**src/pkg/tpot_consts.vh**
```
`ifndef TPOT_CONSTS_VH
`define TPOT_CONSTS_VH

// ------------------------------------------------
// Slave address
// ------------------------------------------------
// Arbitrary value
`define TPOT_TYPE_ID 4'h6
// Undocumented fourth address bit
`define TPOT_ADDR_BIT1 1'b0

// ------------------------------------------------
// Command byte fields and opcodes
// ------------------------------------------------
`define TPOT_ID_HI 7
`define TPOT_ID_LO 4
`define TPOT_SEL_HI 3
`define TPOT_SEL_LO 2
`define TPOT_LOW_HI 1
`define TPOT_LOW_LO 0
`define TPOT_OP_RD_WPR 4'h9
`define TPOT_OP_WR_WPR 4'ha
`define TPOT_OP_RD_SSR 4'hb
`define TPOT_OP_WR_SSR 4'hc
`define TPOT_OP_SSR2WPR 4'hd
`define TPOT_OP_WPR2SSR 4'he
`define TPOT_OP_INCDEC 4'h2

// ------------------------------------------------
// Wiper and stored settings
// ------------------------------------------------
`define TPOT_WPR_MAX 6'h3f
`define TPOT_WPR_MIN 6'h00
`define TPOT_SSR_INIT 24'h000000
`define TPOT_SSR_W 6
`define TPOT_TAPS 64

// ------------------------------------------------
// Byte phases and timing
// ------------------------------------------------
`define TPOT_BIT_LAST 4'h8
`define TPOT_BIT_ACK 4'h9
`define TPOT_MCLK_MHZ 20'd10
`define TPOT_NVWR_US 20'd5000
`define TPOT_NVMAX_US 20'd10000

`endif

```
**src/hdl/tpot_line_sync.v**
```verilog
`timescale 1ns/1ps
`default_nettype none
module tpot_line_sync (
    input wire mclk,              // System clock
    input wire rst_n,             // Synchronous reset, active low
    input wire [5:0] rawIn,       // {straps[2:0], wpN, sda, scl}
    output wire [5:0] syncOut,    // Synchronised copies
    output wire sclRise,          // Clock rose
    output wire sclFall,          // Clock fell
    output wire startDet,         // Start seen
    output wire stopDet           // Stop seen
);
    // ------------------------------------------------
    // Two-stage synchronisers
    // ------------------------------------------------
    reg [5:0] meta_r;
    reg [5:0] sync_r;
    reg [1:0] prev_r;
    genvar i;
    generate
        for (i = 0; i < 6; i = i + 1) begin : gSync
            always @(posedge mclk) begin
                if (!rst_n) begin
                    meta_r[i] <= 1'b1;
                    sync_r[i] <= 1'b1;
                end else begin
                    meta_r[i] <= rawIn[i];
                    sync_r[i] <= meta_r[i];
                end
            end
        end
    endgenerate

    // ------------------------------------------------
    // Edge and condition detection
    // ------------------------------------------------
    always @(posedge mclk) begin
        if (!rst_n) begin
            prev_r <= 2'h3;
        end else begin
            prev_r <= sync_r[1:0];
        end
    end

    assign syncOut = sync_r;
    assign sclRise = sync_r[0] & ~prev_r[0];
    assign sclFall = ~sync_r[0] & prev_r[0];
    // Data edge with clock held high is a condition, not data
    assign startDet = sync_r[0] & prev_r[0] & prev_r[1] & ~sync_r[1];
    assign stopDet = sync_r[0] & prev_r[0] & ~prev_r[1] & sync_r[1];
endmodule // tpot_line_sync
`default_nettype wire

```
**src/hdl/tpot_slave.v**
```verilog
`timescale 1ns/1ps
`default_nettype none
`include "tpot_consts.vh"
module tpot_slave #(
    parameter [19:0] NV_WRITE_CYCLES = `TPOT_NVWR_US * `TPOT_MCLK_MHZ
) (
    input wire mclk,                     // System clock, 10 MHz
    input wire rst_n,                    // Synchronous reset, active low
    input wire scl,                      // Serial clock pin
    input wire sdaIn,                    // Serial data pin level
    output wire sdaOut,                  // Serial data drive value
    output wire sdaOe,                   // High while pulling data low
    input wire [2:0] addrStrapPins,      // Address straps {A3,A2,A0}
    input wire wpN,                      // Write protect, active low
    output wire [5:0] wiperPositionReg,  // Current wiper position
    output wire [63:0] tapSel,           // One-hot tap switch select
    output wire nvBusy                   // Nonvolatile write running
);
    // ------------------------------------------------
    // States
    // ------------------------------------------------
    localparam [2:0] S_IDLE = 3'h0;
    localparam [2:0] S_ADDR = 3'h1;
    localparam [2:0] S_CMD = 3'h2;
    localparam [2:0] S_WDATA = 3'h3;
    localparam [2:0] S_RDATA = 3'h4;
    localparam [2:0] S_INCDEC = 3'h5;
    localparam [19:0] NV_LOAD = NV_WRITE_CYCLES - 20'd1;

    wire [5:0] syncV;
    wire sclRise;
    wire sclFall;
    wire startDet;
    wire stopDet;
    wire sdaS = syncV[1];
    wire wpS = syncV[2];
    wire [2:0] strapS = syncV[5:3];

    reg [2:0] state_r;
    reg [3:0] bitCnt_r;
    reg [7:0] shift_r;
    reg [7:0] tx_r;
    reg pullLow_r;
    reg ackThis_r;
    reg [3:0] op_r;
    reg [1:0] sel_r;
    reg [5:0] wiper_r;
    reg [23:0] ssr_r;
    reg pend_r;
    reg [1:0] pendSel_r;
    reg [5:0] pendData_r;
    reg busy_r;
    reg [19:0] busyCnt_r;
    reg recall_r;
    reg [63:0] tap_r;

    tpot_line_sync uSync (
        .mclk(mclk),
        .rst_n(rst_n),
        .rawIn({addrStrapPins, wpN, sdaIn, scl}),
        .syncOut(syncV),
        .sclRise(sclRise),
        .sclFall(sclFall),
        .startDet(startDet),
        .stopDet(stopDet)
    );

    // ------------------------------------------------
    // Byte decode
    // ------------------------------------------------
    wire [3:0] expAddr = {strapS[2], strapS[1], `TPOT_ADDR_BIT1, strapS[0]};
    wire idOk = shift_r[`TPOT_ID_HI:`TPOT_ID_LO] == `TPOT_TYPE_ID;
    wire addrOk = shift_r[`TPOT_SEL_HI:`TPOT_LOW_LO] == expAddr;
    wire [3:0] opIn = shift_r[`TPOT_ID_HI:`TPOT_ID_LO];
    wire [1:0] selIn = shift_r[`TPOT_SEL_HI:`TPOT_SEL_LO];
    wire lowZero = shift_r[`TPOT_LOW_HI:`TPOT_LOW_LO] == 2'h0;
    reg cmdOk;
    always @* begin
        case (opIn)
            `TPOT_OP_RD_WPR,
            `TPOT_OP_WR_WPR: cmdOk = lowZero & (selIn == 2'h0);
            `TPOT_OP_RD_SSR,
            `TPOT_OP_WR_SSR,
            `TPOT_OP_SSR2WPR,
            `TPOT_OP_WPR2SSR: cmdOk = lowZero;
            // Lowest bit is don't-care for inc/dec
            `TPOT_OP_INCDEC: cmdOk = (selIn == 2'h0) & ~shift_r[`TPOT_LOW_HI];
            default: cmdOk = 1'b0;
        endcase
    end
    wire [5:0] ssrSelOut = ssr_r[selIn * `TPOT_SSR_W +: `TPOT_SSR_W];

    // ------------------------------------------------
    // Protocol engine
    // ------------------------------------------------
    always @(posedge mclk) begin
        if (!rst_n) begin
            state_r <= S_IDLE;
            bitCnt_r <= 4'h0;
            shift_r <= 8'h00;
            tx_r <= 8'h00;
            pullLow_r <= 1'b0;
            ackThis_r <= 1'b0;
            op_r <= 4'h0;
            sel_r <= 2'h0;
            wiper_r <= `TPOT_WPR_MIN;
            ssr_r <= `TPOT_SSR_INIT;
            pend_r <= 1'b0;
            pendSel_r <= 2'h0;
            pendData_r <= 6'h00;
            busy_r <= 1'b0;
            busyCnt_r <= 20'h00000;
            recall_r <= 1'b1;
        end else begin
            recall_r <= 1'b0;
            if (recall_r) begin
                wiper_r <= ssr_r[`TPOT_SSR_W-1:0];
            end
            if (busy_r) begin
                if (busyCnt_r == 20'h00000) begin
                    busy_r <= 1'b0;
                end else begin
                    busyCnt_r <= busyCnt_r - 20'd1;
                end
            end
            if (startDet) begin
                // Polling during a write restarts here too
                state_r <= S_ADDR;
                bitCnt_r <= 4'h0;
                pullLow_r <= 1'b0;
            end else if (stopDet) begin
                state_r <= S_IDLE;
                pullLow_r <= 1'b0;
                if (pend_r) begin
                    pend_r <= 1'b0;
                    // Protected write is acked but leaves no trace
                    if (wpS) begin
                        ssr_r[pendSel_r * `TPOT_SSR_W +: `TPOT_SSR_W] <= pendData_r;
                        busy_r <= 1'b1;
                        busyCnt_r <= NV_LOAD;
                    end
                end
            end else if (sclRise) begin
                if (state_r == S_INCDEC) begin
                    if (sdaS && wiper_r != `TPOT_WPR_MAX) begin
                        wiper_r <= wiper_r + 6'h01;
                    end else if (!sdaS && wiper_r != `TPOT_WPR_MIN) begin
                        wiper_r <= wiper_r - 6'h01;
                    end
                end else if (state_r != S_IDLE) begin
                    if (bitCnt_r < `TPOT_BIT_LAST) begin
                        shift_r <= {shift_r[6:0], sdaS};
                    end
                    if (bitCnt_r != `TPOT_BIT_ACK) begin
                        bitCnt_r <= bitCnt_r + 4'h1;
                    end
                end
            end else if (sclFall && state_r != S_IDLE && state_r != S_INCDEC) begin
                if (bitCnt_r == `TPOT_BIT_LAST) begin
                    // Drive the ninth-clock ack, decided from the full byte
                    case (state_r)
                        S_ADDR: ackThis_r <= idOk & addrOk & ~busy_r;
                        S_CMD: ackThis_r <= cmdOk;
                        S_WDATA: ackThis_r <= 1'b1;
                        default: ackThis_r <= 1'b0;
                    endcase
                    case (state_r)
                        S_ADDR: pullLow_r <= idOk & addrOk & ~busy_r;
                        S_CMD: pullLow_r <= cmdOk;
                        S_WDATA: pullLow_r <= 1'b1;
                        default: pullLow_r <= 1'b0;
                    endcase
                end else if (bitCnt_r == `TPOT_BIT_ACK) begin
                    pullLow_r <= 1'b0;
                    bitCnt_r <= 4'h0;
                    state_r <= S_IDLE;
                    if (ackThis_r) begin
                        case (state_r)
                            S_ADDR: state_r <= S_CMD;
                            S_CMD: begin
                                op_r <= opIn;
                                sel_r <= selIn;
                                case (opIn)
                                    `TPOT_OP_RD_WPR: begin
                                        state_r <= S_RDATA;
                                        tx_r <= {1'b0, wiper_r, 1'b0};
                                        pullLow_r <= 1'b1;
                                    end
                                    `TPOT_OP_RD_SSR: begin
                                        state_r <= S_RDATA;
                                        tx_r <= {1'b0, ssrSelOut, 1'b0};
                                        pullLow_r <= 1'b1;
                                    end
                                    `TPOT_OP_WR_WPR,
                                    `TPOT_OP_WR_SSR: state_r <= S_WDATA;
                                    `TPOT_OP_SSR2WPR: wiper_r <= ssrSelOut;
                                    `TPOT_OP_WPR2SSR: begin
                                        pend_r <= 1'b1;
                                        pendSel_r <= selIn;
                                        pendData_r <= wiper_r;
                                    end
                                    `TPOT_OP_INCDEC: state_r <= S_INCDEC;
                                    default: state_r <= S_IDLE;
                                endcase
                            end
                            S_WDATA: begin
                                if (op_r == `TPOT_OP_WR_WPR) begin
                                    wiper_r <= shift_r[5:0];
                                end else begin
                                    pend_r <= 1'b1;
                                    pendSel_r <= sel_r;
                                    pendData_r <= shift_r[5:0];
                                end
                            end
                            default: state_r <= S_IDLE;
                        endcase
                    end
                end else if (state_r == S_RDATA && bitCnt_r != 4'h0) begin
                    // Shift out on the low phase only
                    pullLow_r <= ~tx_r[7];
                    tx_r <= {tx_r[6:0], 1'b0};
                end
            end
        end
    end

    // ------------------------------------------------
    // Tap decode
    // ------------------------------------------------
    genvar t;
    generate
        for (t = 0; t < `TPOT_TAPS; t = t + 1) begin : gTap
            always @(posedge mclk) begin
                if (!rst_n) begin
                    tap_r[t] <= 1'b0;
                end else begin
                    // Widen the wiper rather than slice the loop index
                    tap_r[t] <= ({26'h0000000, wiper_r} == t);
                end
            end
        end
    endgenerate

    assign sdaOut = 1'b0;
    assign sdaOe = pullLow_r;
    assign wiperPositionReg = wiper_r;
    assign tapSel = tap_r;
    assign nvBusy = busy_r;
endmodule // tpot_slave
`default_nettype wire

```
**config.mk**
```make
export PLATFORM = sky130hd
export DESIGN_NAME = tpot_slave
export DESIGN_NICKNAME = d
export VERILOG_FILES = /design/src/hdl/tpot_line_sync.v /design/src/hdl/tpot_slave.v
export VERILOG_INCLUDE_DIRS = /design/src /design/src/pkg
export SDC_FILE = /design/constraint.sdc
export NUM_CORES = 1
export LEC_CHECK = 0
export ABC_AREA = 1
export BUFFER_PORTS_ARGS = -buffer_cell sky130_fd_sc_hd__buf_4
export CAP_MARGIN = 20
export CORE_AREA = 2 2 191 99
export CTS_CLUSTER_SIZE = 25
export DETAILED_ROUTE_END_ITERATION = 10
export DIE_AREA = 0 0 193 101
export REMOVE_ABC_BUFFERS = 1
export SYNTH_ARGS = -nofsm -noshare
export SYNTH_HDL_FRONTEND = slang
export SYNTH_HIERARCHICAL = 1
export SYNTH_SLANG_ARGS = --single-unit
```
**constraint.sdc**
```tcl
create_clock -name mclk -period 5 [get_ports mclk]
set_clock_uncertainty 0.1 [all_clocks]
set_input_delay 1 -clock mclk [delete_from_list [all_inputs] [get_ports mclk]]
set_output_delay 1 -clock mclk [all_outputs]
set_load 0.01 [all_outputs]
```
## After elaboration in Yosys (flattened, before gate mapping)

Index checks and enable logic that the tools add are counted.
W data, S select, Z words.

- Register bits: 170
- Input port bits: 8
- Logic and storage cells: 340

- Add/sub/neg operators: 5
- Multiply operators: 2
- $lt $le $gt $ge: 1
- Eq/ne operators: 98
- Shifts and indexed selects: 3
- Muxes and demuxes: 72
- Bitwise operators: 24
- Reductions and logical operators: 41

Operator list:

| cell | number |
|---|---|
| $eq A6 B6 Y1 const B | 32 |
| $mux W20 | 6 |
| $eq A6 B5 Y1 const B | 16 |
| $mux W6 | 15 |
| $eq A6 B4 Y1 const B | 8 |
| $eq A4 B4 Y1 const B | 9 |
| $neg A5 Y34 | 1 |
| $shift A6 B34 Y24 const A | 1 |
| $shiftx A6 B34 Y24 | 1 |
| $mux W8 | 4 |
| $mux W4 | 7 |
| $mux W1 | 27 |
| $bwmux W24 | 1 |
| $eq A6 B3 Y1 const B | 4 |
| $pmux W6 S2 | 2 |
| $shiftx A24 B6 Y6 | 1 |
| $logic_not A20 Y1 | 1 |
| $sub A20 B1 Y20 const B | 1 |
| $reduce_and A9 Y1 | 2 |
| $pmux W8 S2 | 1 |
| $reduce_bool A3 Y1 | 5 |
| $reduce_bool A2 Y1 | 7 |
| $not A1 Y1 | 13 |
| $eq A6 B2 Y1 const B | 2 |
| other kinds (42) | 79 |

## Longest topological paths before layout

- Depth after elaboration: 11
- Depth in mapped cells: 14
- Mapped depth without buffers: 14

## Cells and area by module

Netlist, hierarchy kept.

Modules (own cells, without submodules):

| module | instances | cells each | area an instance (µm²) | sequential area each (µm²) |
|---|---|---|---|---|
| tpot_slave | 1 | 1059 | 7498.4 | 3103.0 |
| tpot_line_sync | 1 | 52 | 430.4 | 280.3 |

## Worst setup path before layout

No wires, ideal clock.

- Path type: reg-to-reg
- Start: register pendSel_r[0]
- End: register ssr_r[4]
- Library setup time: 0.095 ns
- Data arrival time: 2.132 ns
- Required time: 4.805 ns
- Slack: 2.673 ns
- Stages on the path, launching flop included: 12
- Buffers on the path: 2
- Cells stage by stage: dfxtp_1 > buf_4 > clkinv_1 > ha_1 > buf_2 > nand2_1 > inv_1 > nor2_1 > nand2_1 > nor2_1 > nand2_1 > a221oi_1

- Longest elaborated chain between the ends: 4
- Elaborated cells between the ends (all ways): 5
- Classes of those cells: add/sub (1); mul (1); shift (2); mux (1)

Ends and longest elaborated chain:

| what | line | text |
|---|---|---|
| from (decl) | tpot_slave.v:50 | `reg [1:0] pendSel_r;` |
| from (signal assigned) | tpot_slave.v:199 | `pendSel_r <= selIn;` |
| from (signal assigned) | tpot_slave.v:211 | `pendSel_r <= sel_r;` |
| $mul A2 B2 Y4 (no line) * | n/a |  |
| $neg A5 Y34 * | tpot_slave.v:138 | `` ssr_r[pendSel_r * `TPOT_SSR_W +: `TPOT_SSR_W] <= pendData_r; `` |
| $shiftx A6 B34 Y24 / $shift A6 B34 Y24 (equally long branches) | tpot_slave.v:138 |  |
| $bwmux W24 * | tpot_slave.v:138 |  |
| to (signal assigned) | tpot_slave.v:107 | `` ssr_r <= `TPOT_SSR_INIT; `` |
| to (signal, indexed assignment) | tpot_slave.v:138 |  |
| to (decl) | tpot_slave.v:48 | `reg [23:0] ssr_r;` |

Every way passes the cells marked *; elsewhere a longest branch is shown, timed or not.
A chain may end at the register's enable or synchronous reset.

## Worst setup path in the final report

- Start: register pendSel_r[0]
- End: register ssr_r[5]

The elaborated chain is that of the path after synthesis.

==> summary.md <==
* **status** complete, no violations
* **first-pass iteration count of the detailed router** 5
* **peak clock frequency supported by timing** 322.3 MHz
* **Clock H-tree levels** 4
* **highest layer used for signal routing** met4
* **placeable core region** 17950 sq um
* **library cell used as clock root buffer** sky130_fd_sc_hd__clkbuf_16
* **combined flip-flop and latch cell area** 3383 sq um
* **logic gate share of total power** 3.7%
* **maximum number of pins on one net before global-route repair** 48
* **antenna diode count** 0
* **growth of design area from synthesis to finish** 16.95%
* **reg-to-reg slack, setup** 1.90 ns
* **clock transition at the register clock pins on the worst setup and hold paths after CTS** 0.07 ns
* **post-detail-place hpwl** 17200 microns
* **met3 wire length** 2358 microns
* **Max Slew Vio Count** 0
* **via count of the first global-routing pass** 6339
* **share of the cycle needed by the critical path after routing** 62.05%
* **required arrival time at the worst endpoint** 5.26 ns
* **Pleak** 0.004238 uW
* **count of input and output buffers** 79
* **fraction of synthesis flops using an asynchronous set or reset pin** 0%
* **data arrival at the endpoint of the critical path** 3.36 ns
* **share of the core filled with cells** 51.64%
* **sum of negative setup slack** 0 ns
* **width of the chip** 193 microns
* **footprint of the multi-input gates** 3845 sq um
* **element type at the critical path start** flop
* **end of the worst hold path** uSync/syncOut[2]$_SDFF_PN1_
* **multiplexer area fraction after synthesis** 0%
* **maximum VDD drop** 225.1 uV
* **proportion of power drawn by flip-flops and latches** 47.8%
* **routed wire length on met2** 7552 microns
* **Min-Delay Path Class** reg2reg
* **proportion of total power due to net switching** 24.92%
* **cts repair resizes** 0
* **Top-Level Pins** 81
* **standard-cell rows** 35
* **Skew-Pair Late Insertion Delay** 0.43 ns
* **main combinational cell family by area after synthesis** simple AND/OR/NAND/NOR gates
* **terminus of the critical flop-to-flop path** ssr_r[5]$_SDFFE_PN0P_
* **beginning of the worst hold path** uSync/meta_r[2]$_SDFF_PN1_
* **Yosys Warn Count** 6
* **xor/xnor share of the synthesized area** 1.215%
* **worst-margin pin slew** 0.8097 ns
* **complex-gate fraction of the synthesized area** 13.67%
* **Yosys reg bits** 169
* **max-cap viol count** 0
* **switching component of the power** 715.7 uW
* **post-DR wirelength/cell** 15.73 microns
* **total clock sinks** 169
* **setup violators final** 0
* **main flop type after synthesis** sky130_fd_sc_hd__dfxtp_1
* **Iter 0 DRT Violations** 821
* **number of buffers on the longest clock path** 2
* **total power divided by cell area** 309.7 nW/um^2
* **CP Max Fanout** 12
* **headroom to the max-slew limit** 45.61%
* **unrepaired setup endpoints after global routing** no
* **met1 wire length** 12470 microns
* **area of the die** 19490 sq um
* **routed via count divided by cell count** 5.184
* **global placer's final weighted congestion** 0.9064
* **share of synthesized cell area in full adder, half adder and majority cells** 2.209%
* **worst hold stages** 2
* **hold_buf cts** 0
* **Post-route DRC** 0
* **area of the mapped netlist** 7929 sq um
* **cell count after synthesis** 1111
* **count of endpoints failing hold in the final timing report** 0
* **total length of routed wires** 22510 microns
* **Initial Util** 44.16%
* **type of destination of the critical path** flop
* **mean area per synthesized cell** 7.137 sq um
* **global-route wire length before repair** 35720 microns
* **number of buffers created by CTS** 17
* **clock tree from TritonCTS** built
* **initial antenna violation count** 0
* **min cycle time layout** 3.102 ns
* **fillers** 1774
* **Reg2Reg Depth** 10
* **number of vias in the routed layout** 7418
* **sequential-to-total area share from yosys stat** 42.67%
* **critical path class** reg2reg
* **height of the chip** 101 microns
* **sum of overflow across all layers after global routing** 0
* **Pint** 2156 uW
* **count of flip-flops with a built-in enable after synthesis** 0
* **share of synthesized cell area in and, or, nand and nor gates** 31.36%
* **share of cells above drive strength 1** 13.52%
* **Final nets** 1200
* **RR Startpoint** pendSel_r[0]$_SDFFE_PN0P_
* **global routing usage summed across all routing layers** 23.95%
* **part of the total power dissipated in the clock network** 48.5%
* **final antenna-violating net count** 0
* **count of cell types in the netlist** 52
* **post-CTS repair timing setup buffer count** 0
## stage by stage
stage	total power (uW)	setup slack (ns)	instances	hold slack [ns]	area, sq um
after floorplan	1462	2.580	1078	0.2795	7745
after global placement	1508	2.105	1399	0.2869	8653
after detailed placement	1508	2.070	1399	0.2868	8653
after CTS	2887	2.048	1431	0.3023	9273
after global routing	2969	1.602	1431	0.3282	9273
final	2872	1.898	1431	0.3004	9273
## power by group through the flow
stage	Combinational [uW]	Clock (uW)	Sequential, uW
4_1_cts	105	1410	1370
6_report	106	1390	1370
3_3_place_gp	105	0	1400
5_1_grt	119	1480	1370
3_5_place_dp	105	0	1400
2_1_floorplan	62.6	0	1400
## kinds of logic (layout without fill, tap and decap cells)
family,count (synthesis),after routing
flops,169,169
compound gates,190,190
xor+xnor,11,11
simple gates,558,558
buf+inv,168,248
other cells,1,1
fa+ha+maj,14,14
## cell usage after synthesis, types with 4 or more instances
cell                         n  area [sq um]
sky130_fd_sc_hd__nand2_1   244         915.9
sky130_fd_sc_hd__nor2_1    187         701.9
sky130_fd_sc_hd__dfxtp_1   169          3383
sky130_fd_sc_hd__inv_1     126         473.0
sky130_fd_sc_hd__o21ai_0    79         395.4
sky130_fd_sc_hd__a21oi_1    69         345.3
sky130_fd_sc_hd__nand3_1    60         300.3
sky130_fd_sc_hd__nor3_1     18         90.09
sky130_fd_sc_hd__ha_1       14         175.2
sky130_fd_sc_hd__clkbuf_1   13         48.80
sky130_fd_sc_hd__nand4_1    13         81.33
sky130_fd_sc_hd__buf_2      12         60.06
sky130_fd_sc_hd__o211ai_1   10         75.07
sky130_fd_sc_hd__xor2_1     10         87.58
sky130_fd_sc_hd__a211oi_2    7         87.58
sky130_fd_sc_hd__nand2_2     6         37.54
sky130_fd_sc_hd__buf_6       5         56.30
sky130_fd_sc_hd__a22oi_1     4         30.03
sky130_fd_sc_hd__a31oi_1     4         25.02
sky130_fd_sc_hd__nand2_4     4         45.04
sky130_fd_sc_hd__o21ai_1     4         20.02
sky130_fd_sc_hd__or2_2       4         25.02
## per-layer routing
layer | track usage, % | vias to the layer above
li1 | - | 3705
met1 | 41.57 | 3385
met2 | 27.16 | 315
met3 | 6.544 | 13
met4 | 4.079 | 0
met5 | 0 | -
## registers in the layout, summed over array words and instances (netlist names)
signal            count
tapSel               64
ssr_r                24
busyCnt_r            20
shift_r               8
tx_r                  7
pendData_r            6
uSync/meta_r          6
uSync/syncOut         6
wiperPositionReg      6
bitCnt_r              4
op_r                  4
state_r               3
pendSel_r             2
sel_r                 2
uSync/prev_r          2
ackThis_r             1
nvBusy                1
pend_r                1
recall_r              1
sdaOe                 1
## final cells by class
cell class | count | area share [%]
flip-flops and latches | 169 | 36.49
clock inverters | 15 | 2.091
clock buffers | 17 | 4.588
multi-input cells | 774 | 41.47
well taps | 240 | 3.238
inverters | 135 | 5.573
repair buffers | 81 | 6.558
## critical path, cell delays in order, from the launching register on
cell and delay [ns]:
sky130_fd_sc_hd__dfxtp_1 0.56, sky130_fd_sc_hd__clkinv_1 0.39, sky130_fd_sc_hd__ha_1 0.66, sky130_fd_sc_hd__nor2_1 0.16, sky130_fd_sc_hd__nor2_1 0.41, sky130_fd_sc_hd__nand2_1 0.17
sky130_fd_sc_hd__nor2_1 0.21, sky130_fd_sc_hd__nand2_1 0.07, sky130_fd_sc_hd__a21oi_1 0.14, sky130_fd_sc_hd__a21oi_1 0.06, sky130_fd_sc_hd__nor2_1 0.11
## worst max-delay path by stage
stage                                    end                       from  cells after the start
floorplan           busyCnt_r[18]$_SDFF_PN0_                      rst_n                      4
detailed placement     ssr_r[4]$_SDFFE_PN0P_  pendSel_r[0]$_SDFFE_PN0P_                      8
global route           ssr_r[5]$_SDFFE_PN0P_  pendSel_r[0]$_SDFFE_PN0P_                     10
global placement       ssr_r[5]$_SDFFE_PN0P_  pendSel_r[0]$_SDFFE_PN0P_                     10
CTS                    ssr_r[5]$_SDFFE_PN0P_  pendSel_r[0]$_SDFFE_PN0P_                     10
finish                 ssr_r[5]$_SDFFE_PN0P_  pendSel_r[0]$_SDFFE_PN0P_                     10
## layout by cell type, fill, tap and decap left out, types with 4 or more instances in the layout
cell / instances
sky130_fd_sc_hd__o21ai_1: 4
sky130_fd_sc_hd__inv_8: 5
sky130_fd_sc_hd__nand2_4: 4
sky130_fd_sc_hd__nand4_1: 13
sky130_fd_sc_hd__or2_2: 4
sky130_fd_sc_hd__nand3_1: 60
sky130_fd_sc_hd__nor3_1: 18
sky130_fd_sc_hd__o211ai_1: 10
sky130_fd_sc_hd__inv_6: 5
sky130_fd_sc_hd__a211oi_2: 7
sky130_fd_sc_hd__a22oi_1: 4
sky130_fd_sc_hd__a31oi_1: 4
sky130_fd_sc_hd__buf_4: 81
sky130_fd_sc_hd__xor2_1: 10
sky130_fd_sc_hd__ha_1: 14
sky130_fd_sc_hd__nor2_1: 187
sky130_fd_sc_hd__clkbuf_16: 17
sky130_fd_sc_hd__nand2_1: 244
sky130_fd_sc_hd__a21oi_1: 69
sky130_fd_sc_hd__nand2_2: 6
sky130_fd_sc_hd__inv_1: 126
sky130_fd_sc_hd__dfxtp_1: 169
sky130_fd_sc_hd__o21ai_0: 79
Power figures use the tool's default switching activity.
